==> src/inc/gtpc_pkg.sv <==
// package: register map, field layouts and timing constants of the gated timer
package gtpc_pkg;

  // ==========================================================================
  // register map (byte addresses on the avalon slave)
  // ==========================================================================
  localparam int               ADDR_W             = 5;
  localparam logic [4:0]       ADDR_COUNT_LOW     = 5'h00;
  localparam logic [4:0]       ADDR_COUNT_HIGH    = 5'h04;
  localparam logic [4:0]       ADDR_COMP_AUX      = 5'h08;
  localparam logic [4:0]       ADDR_STATUS        = 5'h0C;
  localparam logic [4:0]       ADDR_CONTROL       = 5'h10;

  // ==========================================================================
  // reset values and field positions
  // ==========================================================================
  localparam logic [7:0]       CONTROL_RESET      = 8'h00;
  localparam logic [7:0]       COMP_AUX_RESET     = 8'h02;
  localparam logic [7:0]       COMP_AUX_MASK      = 8'h02;
  localparam int               GATE_SRC_BIT       = 1;
  localparam int               STAT_COUNTING_BIT  = 0;
  localparam int               STAT_GATE_BIT      = 1;
  localparam int               STAT_LP_ROUTE_BIT  = 2;
  localparam logic [15:0]      COUNT_RESET        = 16'h0000;
  localparam logic [15:0]      COUNT_MAX          = 16'hFFFF;
  localparam logic [31:0]      UNMAPPED_READ      = 32'h0000_0000;

  // ==========================================================================
  // timing: one instruction cycle is four system clocks
  // ==========================================================================
  localparam int               CLK_PERIOD_NS      = 40;
  localparam int               INSTR_PERIOD_NS    = 160;
  localparam int               INSTR_CLKS         =
    (INSTR_PERIOD_NS + CLK_PERIOD_NS - 1) / CLK_PERIOD_NS;
  localparam logic [1:0]       INSTR_LAST         = 2'(INSTR_CLKS - 1);

  typedef enum logic [1:0] {
    DIV_BY_1 = 2'b00,
    DIV_BY_2 = 2'b01,
    DIV_BY_4 = 2'b10,
    DIV_BY_8 = 2'b11
  } gtpc_div_type;

  typedef struct packed {
    logic         gate_polarity_invert;
    logic         gate_enable_bit;
    gtpc_div_type input_divider_select;
    logic         low_power_osc_enable;
    logic         external_sync_disable;
    logic         clock_source_select;
    logic         timer_run_bit;
  } gtpc_ctl_type;

  typedef struct packed {
    logic external_count_input;
    logic lp_osc_input;
    logic gate_input_pin;
    logic comparator_result;
  } gtpc_pins_type;

  typedef struct packed {
    logic [15:0] count;
    logic        overflow_pulse;
    logic        wake_request;
    logic        counting;
  } gtpc_status_type;

endpackage

==> src/hdl/gtpc_timer.sv <==
// gated 16-bit timer with input divider, gate control and avalon register slave
module gtpc_timer (
  input  wire logic                      clk,
  input  wire logic                      rst_n,
  input  wire logic [gtpc_pkg::ADDR_W-1:0] address,
  input  wire logic                      read,
  input  wire logic                      write,
  input  wire logic [31:0]               writedata,
  input  wire logic [3:0]                byteenable,
  output logic      [31:0]               readdata,
  output logic                           waitrequest,
  input  wire gtpc_pkg::gtpc_pins_type   pins,
  input  wire logic                      sleep_mode,
  input  wire logic                      internal_oscillator_no_clkout,
  output gtpc_pkg::gtpc_status_type      status
);
  import gtpc_pkg::*;

  // ==========================================================================
  // avalon slave: one wait state on every access
  // ==========================================================================
  logic         ack_reg;
  logic         req;
  logic         done;
  logic         lane0;
  logic         wr_ctl;
  logic         wr_aux;
  logic         wr_low;
  logic         wr_high;
  logic         cnt_wr;
  logic [7:0]   rd_byte;
  logic         rd_mapped;
  logic [31:0]  readdata_reg;

  gtpc_ctl_type ctl_reg;
  logic [7:0]   comp_aux_reg;
  logic [15:0]  count_reg;
  logic [2:0]   div_reg;
  logic [2:0]   div_last;
  logic [1:0]   instr_cnt_reg;
  logic         ext_meta_reg;
  logic         ext_sync_reg;
  logic         ext_prev_reg;
  logic         armed_reg;
  logic         ovf_reg;
  logic         wake_reg;

  logic         lp_route;
  logic         ext_raw;
  logic         ext_level;
  logic         ext_rise;
  logic         instr_tick;
  logic         gate_raw;
  logic         gate_level;
  logic         gate_hold;
  logic         awake_ok;
  logic         src_tick;
  logic         count_en;
  logic         div_tick;
  logic         carry;

  assign req         = read | write;
  assign waitrequest = req & ~ack_reg;
  assign done        = req & ack_reg;
  assign lane0       = byteenable[0];
  assign wr_ctl      = write & done & lane0 & (address == ADDR_CONTROL);
  assign wr_aux      = write & done & lane0 & (address == ADDR_COMP_AUX);
  assign wr_low      = write & done & lane0 & (address == ADDR_COUNT_LOW);
  assign wr_high     = write & done & lane0 & (address == ADDR_COUNT_HIGH);
  assign cnt_wr      = wr_low | wr_high;
  assign readdata    = readdata_reg;

  always_ff @(posedge clk)
  begin
    if (!rst_n)
      ack_reg <= 1'b0;
    else
      ack_reg <= req & ~ack_reg;
  end

  // divider is deliberately absent from the read mux
  always_comb
  begin
    rd_mapped = 1'b1;
    rd_byte   = 8'h00;
    unique case (address)
      ADDR_COUNT_LOW:  rd_byte = count_reg[7:0];
      ADDR_COUNT_HIGH: rd_byte = count_reg[15:8];
      ADDR_COMP_AUX:   rd_byte = comp_aux_reg;
      ADDR_CONTROL:    rd_byte = ctl_reg;
      ADDR_STATUS:
      begin
        rd_byte[STAT_COUNTING_BIT] = count_en;
        rd_byte[STAT_GATE_BIT]     = gate_level;
        rd_byte[STAT_LP_ROUTE_BIT] = lp_route;
      end
      default:         rd_mapped = 1'b0;
    endcase
  end

  // read data is captured in the wait cycle and stands at the accepting edge
  always_ff @(posedge clk)
  begin
    if (!rst_n)
      readdata_reg <= UNMAPPED_READ;
    else if (read && !ack_reg)
      readdata_reg <= rd_mapped ? {24'h00_0000, rd_byte} : UNMAPPED_READ;
  end

  // ==========================================================================
  // control registers
  // ==========================================================================
  always_ff @(posedge clk)
  begin
    if (!rst_n)
      ctl_reg <= gtpc_ctl_type'(CONTROL_RESET);
    else if (wr_ctl)
      ctl_reg <= gtpc_ctl_type'(writedata[7:0]);
  end

  always_ff @(posedge clk)
  begin
    if (!rst_n)
      comp_aux_reg <= COMP_AUX_RESET;
    else if (wr_aux)
      comp_aux_reg <= writedata[7:0] & COMP_AUX_MASK;
  end

  // ==========================================================================
  // count source: external pin, low-power oscillator or instruction clock, optional synchroniser
  // ==========================================================================
  assign lp_route = ctl_reg.low_power_osc_enable & internal_oscillator_no_clkout;
  assign ext_raw  = lp_route ? pins.lp_osc_input
                             : pins.external_count_input;

  always_ff @(posedge clk)
  begin
    if (!rst_n)
    begin
      ext_meta_reg <= 1'b0;
      ext_sync_reg <= 1'b0;
    end
    else
    begin
      ext_meta_reg <= ext_raw;
      ext_sync_reg <= ext_meta_reg;
    end
  end

  // bypass trades two clocks of latency for edges that keep coming in sleep
  assign ext_level = ctl_reg.external_sync_disable ? ext_raw
                                                   : ext_sync_reg;

  always_ff @(posedge clk)
  begin
    if (!rst_n)
      ext_prev_reg <= 1'b0;
    else
      ext_prev_reg <= ext_level;
  end

  // a low level must be seen before the first counted rising edge
  always_ff @(posedge clk)
  begin
    if (!rst_n)
      armed_reg <= 1'b0;
    else if (!ctl_reg.timer_run_bit || !ctl_reg.clock_source_select)
      armed_reg <= 1'b0;
    else if (!ext_level)
      armed_reg <= 1'b1;
  end

  assign ext_rise = ext_level & ~ext_prev_reg & armed_reg;

  always_ff @(posedge clk)
  begin
    if (!rst_n)
      instr_cnt_reg <= 2'b00;
    else
      instr_cnt_reg <= instr_cnt_reg + 2'b01;
  end

  assign instr_tick = (instr_cnt_reg == INSTR_LAST);

  // ==========================================================================
  // gate and run qualification
  // ==========================================================================
  assign gate_raw   = comp_aux_reg[GATE_SRC_BIT] ? pins.gate_input_pin
                                                 : pins.comparator_result;
  assign gate_level = gate_raw ^ ctl_reg.gate_polarity_invert;
  assign gate_hold  = ctl_reg.gate_enable_bit & gate_level;
  // only the unsynchronised external path keeps counting in sleep
  assign awake_ok   = ~sleep_mode | (ctl_reg.clock_source_select
                                     & ctl_reg.external_sync_disable);
  assign src_tick   = ctl_reg.clock_source_select ? ext_rise
                                                  : instr_tick;
  assign count_en   = ctl_reg.timer_run_bit & ~gate_hold & awake_ok;
  assign div_tick   = count_en & src_tick;

  // ==========================================================================
  // input divider
  // ==========================================================================
  always_comb
  begin
    unique case (ctl_reg.input_divider_select)
      DIV_BY_1: div_last = 3'h0;
      DIV_BY_2: div_last = 3'h1;
      DIV_BY_4: div_last = 3'h3;
      DIV_BY_8: div_last = 3'h7;
    endcase
  end

  assign carry = div_tick & (div_reg >= div_last);

  // no bus path loads this counter; count-byte writes and each carry clear it
  always_ff @(posedge clk)
  begin
    if (!rst_n)
      div_reg <= 3'h0;
    else if (cnt_wr)
      div_reg <= 3'h0;
    else if (carry)
      div_reg <= 3'h0;
    else if (div_tick)
      div_reg <= div_reg + 3'h1;
  end

  // ==========================================================================
  // 16-bit count; a bus write wins over a same-cycle increment
  // ==========================================================================
  always_ff @(posedge clk)
  begin
    if (!rst_n)
      count_reg <= COUNT_RESET;
    else if (wr_low)
      count_reg[7:0] <= writedata[7:0];
    else if (wr_high)
      count_reg[15:8] <= writedata[7:0];
    else if (carry)
      count_reg <= count_reg + 16'h0001;
  end

  always_ff @(posedge clk)
  begin
    if (!rst_n)
    begin
      ovf_reg  <= 1'b0;
      wake_reg <= 1'b0;
    end
    else
    begin
      ovf_reg  <= carry & ~cnt_wr & (count_reg == COUNT_MAX);
      wake_reg <= carry & ~cnt_wr & (count_reg == COUNT_MAX)
                  & sleep_mode;
    end
  end

  assign status.count          = count_reg;
  assign status.overflow_pulse = ovf_reg;
  assign status.wake_request   = wake_reg;
  assign status.counting       = count_en;

  // ==========================================================================
  // checks
  // ==========================================================================
  div_one_a: assert property (
    @(posedge clk) disable iff (!rst_n)
    (div_tick && ctl_reg.input_divider_select == DIV_BY_1 && !cnt_wr)
      |=> count_reg == $past(count_reg) + 16'h0001)
    else $error("divide by one missed an increment");

  div_eight_a: assert property (
    @(posedge clk) disable iff (!rst_n)
    (carry && ctl_reg.input_divider_select == DIV_BY_8) |-> div_reg == 3'h7)
    else $error("divide by eight carried early");

  div_stable_a: assert property (
    @(posedge clk) disable iff (!rst_n)
    (!div_tick && !cnt_wr) |=> $stable(div_reg))
    else $error("divider moved without a tick");

  div_clear_a: assert property (
    @(posedge clk) disable iff (!rst_n)
    cnt_wr |=> div_reg == 3'h0)
    else $error("count write did not clear divider");

  gate_src_a: assert property (
    @(posedge clk) disable iff (!rst_n)
    !comp_aux_reg[GATE_SRC_BIT] |-> gate_raw == pins.comparator_result)
    else $error("gate source select ignored");

  gate_off_a: assert property (
    @(posedge clk) disable iff (!rst_n)
    !ctl_reg.gate_enable_bit |-> !gate_hold)
    else $error("gate acted while disabled");

  gate_inv_a: assert property (
    @(posedge clk) disable iff (!rst_n)
    (ctl_reg.gate_enable_bit && ctl_reg.gate_polarity_invert && !gate_raw
     && !cnt_wr) |=> $stable(count_reg))
    else $error("inverted gate did not hold count");

  gate_hold_a: assert property (
    @(posedge clk) disable iff (!rst_n)
    (gate_hold && !cnt_wr) |=> $stable(count_reg))
    else $error("count moved while gate active");

  sync_lag_a: assert property (
    @(posedge clk) disable iff (!rst_n)
    !ctl_reg.external_sync_disable |-> ##2 (ctl_reg.external_sync_disable
      || ext_level == $past(ext_raw, 2)))
    else $error("synchronised path lag wrong");

  sleep_stop_a: assert property (
    @(posedge clk) disable iff (!rst_n)
    (sleep_mode && !ctl_reg.external_sync_disable && !cnt_wr)
      |=> $stable(count_reg))
    else $error("synchronised counter ran in sleep");

  wake_ovf_a: assert property (
    @(posedge clk) disable iff (!rst_n)
    wake_reg |-> ovf_reg && count_reg == COUNT_RESET)
    else $error("wake without overflow");

  instr_pace_a: assert property (
    @(posedge clk) disable iff (!rst_n)
    (!ctl_reg.clock_source_select && div_tick)
      |=> (!div_tick || ctl_reg.clock_source_select) [*3])
    else $error("timer ticked faster than instruction cycle");

  ext_edge_a: assert property (
    @(posedge clk) disable iff (!rst_n)
    (ctl_reg.clock_source_select && div_tick) |-> ext_level && !ext_prev_reg)
    else $error("external count without rising edge");

  run_hold_a: assert property (
    @(posedge clk) disable iff (!rst_n)
    (!ctl_reg.timer_run_bit && !cnt_wr) |=> $stable(count_reg))
    else $error("count moved while stopped");

  lp_route_a: assert property (
    @(posedge clk) disable iff (!rst_n)
    !internal_oscillator_no_clkout |-> ext_raw == pins.external_count_input)
    else $error("oscillator routed without internal clock");

endmodule // gtpc_timer

==> config.mk <==
export PLATFORM = sky130hd
export DESIGN_NAME = gtpc_timer
export DESIGN_NICKNAME = d
export VERILOG_FILES = /design/src/inc/gtpc_pkg.sv /design/src/hdl/gtpc_timer.sv
export SDC_FILE = /design/constraint.sdc
export NUM_CORES = 1
export LEC_CHECK = 0
export ABC_AREA = 1
export ABC_CLOCK_PERIOD_IN_PS = 4600
export BUFFER_PORTS_ARGS = -buffer_cell sky130_fd_sc_hd__buf_2
export CAP_MARGIN = 5
export CORE_UTILIZATION = 25
export DETAILED_ROUTE_END_ITERATION = 7
export HOLD_SLACK_MARGIN = 0.05
export PLACE_DENSITY = 0.45
export SYNTH_ARGS = -nofsm -noshare
export SYNTH_HDL_FRONTEND = slang
export SYNTH_SLANG_ARGS = --single-unit
==> constraint.sdc <==
create_clock -name clk -period 4.6 [get_ports clk]
set_input_delay 0.92 -clock clk [delete_from_list [all_inputs] [get_ports clk]]
set_output_delay 0.92 -clock clk [all_outputs]
set_load 0.005 [all_outputs]
==> results of run 1 <==
## per-stage QoR
stage               hold WS (ps)  util, %  worst slack, ps  power (mW)  instance area, um^2
floorplan                  390.5        -             2267      0.4517                 3033
global placement           396.1    27.63             2071      0.4595                 3168
CTS                        418.2    28.88             2053      0.8216                 3312
detailed placement         400.8    27.63             2053      0.4604                 3168
global route               428.4    28.88             1979      0.8474                 3312
finish                     415.2    28.88             2054      0.8118                 3312
## path summary, 6_finish.rpt
check	endpoint	cells after the start
max	status[0]	8
min	ext_sync_reg	2
max reg2reg	count_reg[10]	10
min reg2reg	ext_sync_reg	2
## cells in the final DEF (no fill, tap or decap), types with 2 or more instances in the layout
| cell | n |
|---|---|
| nand3b_1 | 2 |
| inv_1 | 46 |
| buf_2 | 51 |
| xor2_1 | 6 |
| inv_2 | 2 |
| nand3_4 | 3 |
| nand2_1 | 89 |
| nand4_1 | 5 |
| o22ai_1 | 4 |
| clkbuf_16 | 5 |
| o221ai_1 | 2 |
| nor2_4 | 7 |
| nand3_1 | 29 |
| o21ai_0 | 27 |
| ha_1 | 6 |
| a21oi_1 | 35 |
| conb_1 | 24 |
| nor3_1 | 3 |
| nand3_2 | 2 |
| nor2_2 | 2 |
| nor2_1 | 46 |
| clkinvlp_4 | 2 |
| dfxtp_1 | 45 |
| nand2_4 | 3 |
| o211ai_1 | 3 |
| nand2_2 | 4 |
| o21ai_1 | 4 |
## worst max-delay path: stages
cell	delay [ps]
buf_2	100
inv_1	40
nand2_1	50
nand3_1	130
nand3_2	80
nand2_2	130
inv_1	60
buf_2	120
## cell families (layout without fill, tap and decap cells)
kind of cell    after synthesis  in the layout  synth area share, %
compound gates               79             79                14.69
xor+xnor                      6              6                1.783
fa+ha+maj                     6              6                2.548
buf+inv                      87            109                16.60
flops                        45             45                30.57
other cells                   1             24               0.1273
simple gates                200            200                33.67
## routing by layer
layer  track usage (%)  part of all wire, %  vias up
li1                  -                    -     1409
met2             20.87                   46       67
met3             2.195                  4.2       10
met5                 0                    0        -
met4             4.000                  1.5        0
met1             19.65                   48     1229
## area by class of cell
class                      count  area (um^2)
multi-input combinational    315         1643
tap                          143        178.9
clock inverter                 2        15.01
clock buffer                   6        128.9
sequential                    45        900.9
fill                        1257         8155
timing repair buffer          51        255.2
inverter                      50        190.2
## where the power goes
part | internal (mW) | total [mW] | leakage [nW] | switching (mW)
sequential | 0.393 | 0.396 | 0.364 | 0.00216
clock | 0.202 | 0.361 | 0.0631 | 0.159
combinational | 0.0161 | 0.0551 | 1.06 | 0.0390
total | 0.611 | 0.812 | 1.49 | 0.200
==> results_dict.tcl, run 1 <==
set metrics [dict create \
    outcome "finished clean" \
    dp.cells 604 \
    numCtsBuffers 5 \
    largest_reg_flops 16 \
    grt_pass1_vias 2439 \
    dp_hpwl_um 6493 \
    die_y_um 110.6 \
    cts_setup_buffers 0 \
    ctsHoldBuffers 0 \
    hold_viol_final 0 \
    fmax_ghz 0.3927 \
    die_area_um2 12220 \
    postSynthCellCount 424 \
    path_max_fanout 3 \
    rsz0062_at_grt "no" \
    clock-root-buffer "clkbuf_16" \
    die_w_um 110.6 \
    layout_min_cycle_time_ps 2546 \
    finalCritPeriodShare_pct 55.36 \
    cp.required_ps 3680 \
    slew_viol_final 0 \
    drv_cap 0 \
    worst-r2r-setup-slack_ps 2660 \
    fin_cells 612 \
    io_pins 103 \
    arrival_ps 1630 \
    yosys.area.top_type "dfxtp_1" \
    globalRouteTotalUtil_pct 13.67 \
    clock_latency_ps 290 \
    worst_pin_slew_ps 559.4 \
    drc_errors 0 \
    ys_seq_elements 45 \
    tns_ps 0 \
    diodes 0 \
    startpoint_type "input port" \
    area_growth_pct 12.40 \
    avgSynthCellArea_um2 6.949 \
    end_kind "primary output" \
    routed_wl_um 8119 \
    hold_start "ext_meta_reg" \
    synth_edf_count 0 \
    path_clk_slew_ps 70 \
    io_buffers 51 \
    wire_per_inst_um 13.27 \
    async_reset_ff_share_pct 0 \
    synth_common_cells "nand2_1 (89), inv_1 (46), nor2_1 (46)" \
    synth_ff_type "dfxtp_1" \
    antenna_left 0 \
    synth_area_leaders "dfxtp_1 (31%), nand2_1 (11%), buf_4 (6.9%)" \
    cp-startpoint "pins[1]" \
    yosys.cell_count.top_type "nand2_1" \
    grt_max_degree 35 \
    nets 525 \
    grt.overflow.total 0 \
    skew_ps 4.836 \
    hp-class "reg -> reg" \
    core_um2 11470 \
    cts_resized 0 \
    ys_seq_area_share_pct 30.57 \
    vdd_drop_max_mv 0.1617 \
    ys_types 40 \
    setup_viol 0 \
    timing.rr.start "ctl_reg[4]" \
    drt_iter0_markers 107 \
    powerDensity_nw_per_um2 245.1 \
    grt_pass1_wl_um 13160 \
    synth_top_area_share_pct 30.57 \
    cts_tree "yes" \
    vias_per_cell 4.436 \
    p_leak_nw 1.487 \
    drive_above_1_share_pct 18.76 \
    clock_sinks 45 \
    rows 39 \
    clockBufferDepth 2 \
    place_congestion 0.8313 \
    start_util_pct 25.70 \
    syn_area_um2 2947 \
    synth_warnings 0 \
    vias 2715 \
    dr.pass1.iters 4 \
    critPathKind "in -> out" \
    antenna_found_initial 0 \
    max-slew-margin-rel_pct 62.71 \
    htreeDepth 2 \
]
Power figures use the tool's default switching activity.
==> inputs of run 2 (changes only) <==
ABC_AREA = 0   (was 1)
ABC_CLOCK_PERIOD_IN_PS = 2600   (was 4600)
clock period = 2.6 ns   (was 4.6 ns; I/O delays follow)
==> run 2 against run 1 <==
Net effect:
- die area down 4.1%
- first-iteration DRC count grew 39%
- core utilization up 1.3 points
- combinational power rose by 130%
- critical endpoint is now count_reg[10]
- cell area is 0.19% lower
- critical path depth did not move
- wire length increased by 10%
- largest cell class unchanged
- sequential share of layout area rose by 0.052 points
- sequential cell count stayed put
- clock power grew 84%
==> results_dict.tcl, run 2 <==
set metrics [dict create \
    use_met1_pct 22.36 \
    syn_area_um2 2823 \
    critPathKind "reg -> reg" \
    die_y_um 108.3 \
    grt_pass1_vias 2548 \
    p_leak_nw 1.318 \
    largest_reg_flops 16 \
    vias 2708 \
    tns_ps 0 \
    fin_util_pct 30.23 \
    drt_iter0_markers 149 \
    cts_resized 0 \
    avgSynthCellArea_um2 8.042 \
    clock_latency_ps 290 \
    seqCellArea_um2 900.9 \
    io_pins 103 \
    htreeDepth 2 \
    gr-max-usage-layer "met2" \
    synth_area_leaders "dfxtp_1 (32%), buf_4 (7.4%), nand2_1 (6.1%)" \
    drc_errors 0 \
    arrival_ps 2470 \
    routed_wl_um 8933 \
    cp.required_ps 2820 \
    ys_seq_elements 45 \
    final_common_cell "buf_2" \
    diodes 0 \
    start_util_pct 25.81 \
    antenna_left 0 \
    hold_viol_final 0 \
    fmax_ghz 0.4443 \
    io_buffers 51 \
    setup_viol 0 \
    die_w_um 108.3 \
    rows 38 \
    clockBufferDepth 2 \
    finalCritPeriodShare_pct 86.56 \
    startpoint_type "flip-flop" \
    skew_ps 5.299 \
    layout_min_cycle_time_ps 2251 \
    timing.hold.ws_ps 428.0 \
    area_growth_pct 17.11 \
    fillCellCount 1233 \
    synth_edf_count 0 \
    path_clk_slew_ps 70 \
    outcome "finished clean" \
    rsz0062_at_grt "no" \
    place_congestion 0.8210 \
    globalRouteTotalUtil_pct 15.92 \
    async_reset_ff_share_pct 0 \
    grt_pass1_wl_um 14110 \
    wire_per_inst_um 16.39 \
    nets 461 \
    path_max_fanout 7 \
    use_met2_pct 24.34 \
    ctsHoldBuffers 0 \
    hp-class "reg -> reg" \
    cts_setup_buffers 0 \
    yosys.cell_count.top_type "nand2_1" \
    antenna_found_initial 0 \
    layout_common_cells "buf_2 (51), nand2_1 (46), dfxtp_1 (45)" \
    postSynthCellCount 351 \
    end_kind "flip-flop" \
    synth_top_area_share_pct 31.91 \
    vias_per_cell 4.969 \
    synth_ff_type "dfxtp_1" \
    multi_input_area_um2 1657 \
    synth_common_cells "nand2_1 (46), dfxtp_1 (45), buf_4 (28)" \
    cts_tree "yes" \
    clock_sinks 45 \
    powerDensity_nw_per_um2 454.3 \
    grt.overflow.total 0 \
    die_area_um2 11720 \
    ys_types 59 \
    drv_cap 0 \
    drive_above_1_share_pct 22.22 \
    ys_seq_area_share_pct 31.91 \
    clock-root-buffer "clkbuf_16" \
    yosys.area.top_type "dfxtp_1" \
    numCtsBuffers 5 \
    grt_max_degree 23 \
    core_um2 10940 \
    grtUsageMet3_pct 2.954 \
    synth_warnings 0 \
    dr.pass1.iters 4 \
    slew_viol_final 0 \
    dp_hpwl_um 6833 \
    vdd_drop_max_mv 0.2283 \
]
==> run 2: cell types whose count changed in the layout (fill, tap and decap cells not counted), moves of 14 or more <==
| cell | before | now |
|---|---|---|
| a21oi_1 | 35 | 19 |
| nand2_1 | 89 | 46 |
| mux2i_1 | 0 | 14 |
| buf_4 | 0 | 19 |
| inv_1 | 46 | 6 |
| o21ai_0 | 27 | 10 |
| nor2_1 | 46 | 23 |
==> run 2: kinds of logic (layout without fill, tap and decap cells) <==
group,after synthesis,count (layout),synth area share (%)
muxes,14,14,4.964
adders and majority gates,6,6,2.660
DFF,45,45,31.91
and+or+nand+nor,149,149,27.04
xor gates and xnor gates,5,5,1.551
buffers and inverters,53,84,12.46
AOI/OAI and AO/OA,78,78,19.28
other,1,24,0.1329
==> run 2: worst paths after layout <==
path                          from               end  slack (ps)  depth (start not counted)
hold reg to reg   instr_cnt_reg[0]  instr_cnt_reg[0]         430                          1
setup reg to reg        ctl_reg[4]     count_reg[10]         350                          8
setup / recovery        ctl_reg[4]     count_reg[10]         350                          8
hold / removal    instr_cnt_reg[0]  instr_cnt_reg[0]         430                          1
==> run 2: metal layers <==
| layer | part of all wire [%] | vias up | wire [um] |
|---|---|---|---|
| met3 | 6.4 | 10 | 573 |
| met1 | 48 | 1268 | 4289 |
| met5 | 0 | - | 0 |
| met2 | 44 | 103 | 3894 |
| li1 | - | 1327 | - |
| met4 | 2.0 | 0 | 176 |
==> run 2: area by class of cell <==
cell class | count | area share (%)
flip-flops and latches | 45 | 27.25
multi-input cells | 276 | 50.11
inverters | 6 | 0.6813
clock buffers | 6 | 4.201
well taps | 140 | 5.299
clock inverters | 2 | 0.4164
repair buffers | 70 | 12.04
==> run 2: stage by stage <==
stage                     setup slack [ps]  std cells  cell area [um^2]  power [mW]
after floorplan                      351.1        374              2909      0.8212
after global placement               94.84        537              3153      0.8526
after detailed placement             85.71        537              3153      0.8535
after CTS                            367.6        545              3306       1.517
after global routing                 239.0        545              3306       1.564
final                                349.4        545              3306       1.502
==> run 2: report_power, final <==
group          total, mW  internal (mW)  switching [mW]  leakage, nW
registers          0.711          0.699          0.0120        0.364
clock network      0.663          0.383           0.281       0.0768
logic              0.127         0.0468          0.0801        0.878
total               1.50           1.13           0.373         1.32
==> run 2: critical path, stage by stage (launching register included) <==
cell	delay [ps]
dfxtp_1	340
or2_2	310
ha_1	270
nand2b_1	90
nand3_1	110
a22oi_4	230
nand2_4	120
or4b_1	540
a31oi_1	170
==> inputs of run 3 (changes only) <==
CORE_UTILIZATION = 41   (was 25)
MAX_ROUTING_LAYER = met4   (was unset)
PLACE_DENSITY = 0.67   (was 0.45)
==> run 3 against run 2 <==
Net effect:
- first-iteration DRC count up 88%
- combinational power decreased by 4%
- sequential cell count did not move
- the run now ends with DRC left
- final cell count shrank 12%
- critical path type unchanged
- sequential power about the same
==> results_dict.tcl, run 3 (synthesis gave the netlist of run 2 again) <==
set metrics [dict create \
    outcome "finished with violations" \
    violations "DRC" \
    final_common_cell "buf_2" \
    diodes 0 \
    clock_latency_ps 300 \
    pwr-share-comb_pct 8.9 \
    tns_ps 0 \
    cp.required_ps 2780 \
    cts_resized 0 \
    vias 2686 \
    wire_per_inst_um 16.09 \
    start_util_pct 43.46 \
    finalCritPeriodShare_pct 85.37 \
    vias_per_cell 5.631 \
    layout_common_cells "buf_2 (51), nand2_1 (46), dfxtp_1 (45)" \
    routed_wl_um 7673 \
    arrival_ps 2400 \
    timing.rr.start "ctl_reg[4]" \
    cts_setup_buffers 0 \
    ctsHoldBuffers 0 \
    path_max_fanout 7 \
    endpoint "count_reg[12]" \
    rsz0062_at_grt "no" \
    die_y_um 84.98 \
    fillCellCount 637 \
    hold_viol_final 0 \
    hp-class "reg -> reg" \
    multi_input_area_um2 1657 \
    grt.overflow.total 0 \
    p_switching_mw 0.3373 \
    grt_max_degree 23 \
    nets 456 \
    io_pins 103 \
    timing.hold.ws_ps 430.4 \
    layout_min_cycle_time_ps 2220 \
    die_w_um 84.98 \
    dp_hpwl_um 5831 \
    drc_errors 8 \
    grtUsageMet3_pct 3.405 \
    core_um2 6495 \
    path_delay_family "compound AO/OA/AOI/OAI gates" \
    antenna_found_initial 0 \
    vdd_drop_max_mv 0.2606 \
    worst-path-buf-inv 1 \
    path_depth 9 \
    powerDensity_nw_per_um2 435.2 \
    cp-startpoint "ctl_reg[4]" \
    critPathKind "reg -> reg" \
    place_ws_ps 89.49 \
    use_met1_pct 31.27 \
    grt_pass1_vias 2371 \
    htreeDepth 2 \
    seqCellArea_um2 900.9 \
    clock_sinks 45 \
    placed_cell_area_um2 3037 \
    fin_util_pct 48.47 \
    drt_iter0_markers 280 \
    largest_reg_flops 16 \
    sequentialPowerShare_pct 51.8 \
    numCtsBuffers 5 \
    io_buffers 51 \
    cts_tree "yes" \
    worstPathCellList "or2_2, ha_1, nand2b_1, nand3_1, a22oi_4, nand2_4, buf_4, o311ai_0, a31oi_1" \
    path_clk_slew_ps 90 \
    dr.pass1.iters 8 \
    globalRouteTotalUtil_pct 22.77 \
    skew_ps 2.987 \
    antenna_left 0 \
    startpoint_type "flip-flop" \
    drive_above_1_share_pct 21.00 \
    setup_viol 0 \
    use_met2_pct 33.06 \
    timing.rr.end "count_reg[12]" \
    worst-r2r-setup-slack_ps 380 \
    place_congestion 0.9161 \
    worst_slack_ps 380.5 \
    p_leak_nw 1.274 \
    p_sw_share_pct 24.62 \
    clock-root-buffer "clkbuf_8" \
    crit_path_top_delay_cell "dfxtp_1" \
    clkPwrFrac_pct 39.2 \
    final_area_um2 3148 \
    grt_pass1_wl_um 12380 \
    critPathMaxStageDelay_ps 340 \
    die_area_um2 7221 \
    clockBufferDepth 2 \
    fmax_ghz 0.4505 \
    slew_viol_final 0 \
    end_kind "flip-flop" \
    gr-max-usage-layer "met2" \
    drv_cap 0 \
    p_int_mw 1.033 \
    rr_worst_depth 9 \
    rows 29 \
    area_growth_pct 11.52 \
]
## run 3: cell types whose count changed in the layout (fill, tap and decap cells not counted)
| cell | before | now |
|---|---|---|
| clkbuf_1 | 0 | 1 |
| clkbuf_8 | 1 | 5 |
| clkbuf_16 | 5 | 0 |
| clkinv_2 | 1 | 0 |
| buf_4 | 19 | 14 |
| bufinv_16 | 0 | 1 |
## run 3: how the worst min path moves through the flow
stage	startpoint	endpoint	slack, ps	cells after the start
2_1_floorplan	instr_cnt_reg[0]	instr_cnt_reg[0]	400	1
3_3_place_gp	instr_cnt_reg[0]	instr_cnt_reg[0]	410	1
3_5_place_dp	instr_cnt_reg[0]	instr_cnt_reg[0]	420	1
4_1_cts	instr_cnt_reg[0]	instr_cnt_reg[0]	430	1
5_1_grt	instr_cnt_reg[0]	instr_cnt_reg[0]	440	1
6_report	instr_cnt_reg[0]	instr_cnt_reg[0]	430	1
## run 3: layer usage
metal | up-vias | share of wire (%)
met2 | 124 | 44
met5 | - | 0
met4 | 0 | 2.6
li1 | 1321 | -
met3 | 17 | 6.8
met1 | 1224 | 47
## run 3: power groups by stage
stage | sequential, mW | combinational (mW) | clock (mW)
2_1_floorplan | 0.721 | 0.100 | 0
3_3_place_gp | 0.726 | 0.119 | 0
3_5_place_dp | 0.727 | 0.119 | 0
4_1_cts | 0.710 | 0.120 | 0.556
5_1_grt | 0.712 | 0.134 | 0.586
6_report | 0.710 | 0.122 | 0.538
## run 3: worst register-to-register path, cell delays in order (launching register included)
cell and delay, ps:
dfxtp_1 340, or2_2 300, ha_1 260, nand2b_1 90, nand3_1 110, a22oi_4 240
nand2_4 110, buf_4 180, o311ai_0 340, a31oi_1 120
## run 3: stage by stage
step | instances | power, mW
2_1_floorplan | 374 | 0.8212
3_3_place_gp | 469 | 0.8450
3_5_place_dp | 469 | 0.8462
4_1_cts | 477 | 1.387
5_1_grt | 477 | 1.432
6_report | 477 | 1.370
## run 3: layout make-up
type	count	area share [%]
clock buffer	6	2.305
clock inverter	2	1.232
inverter	6	0.7154
multi-input combinational	276	52.62
sequential	45	28.62
tap	77	3.060
timing repair buffer	65	11.45
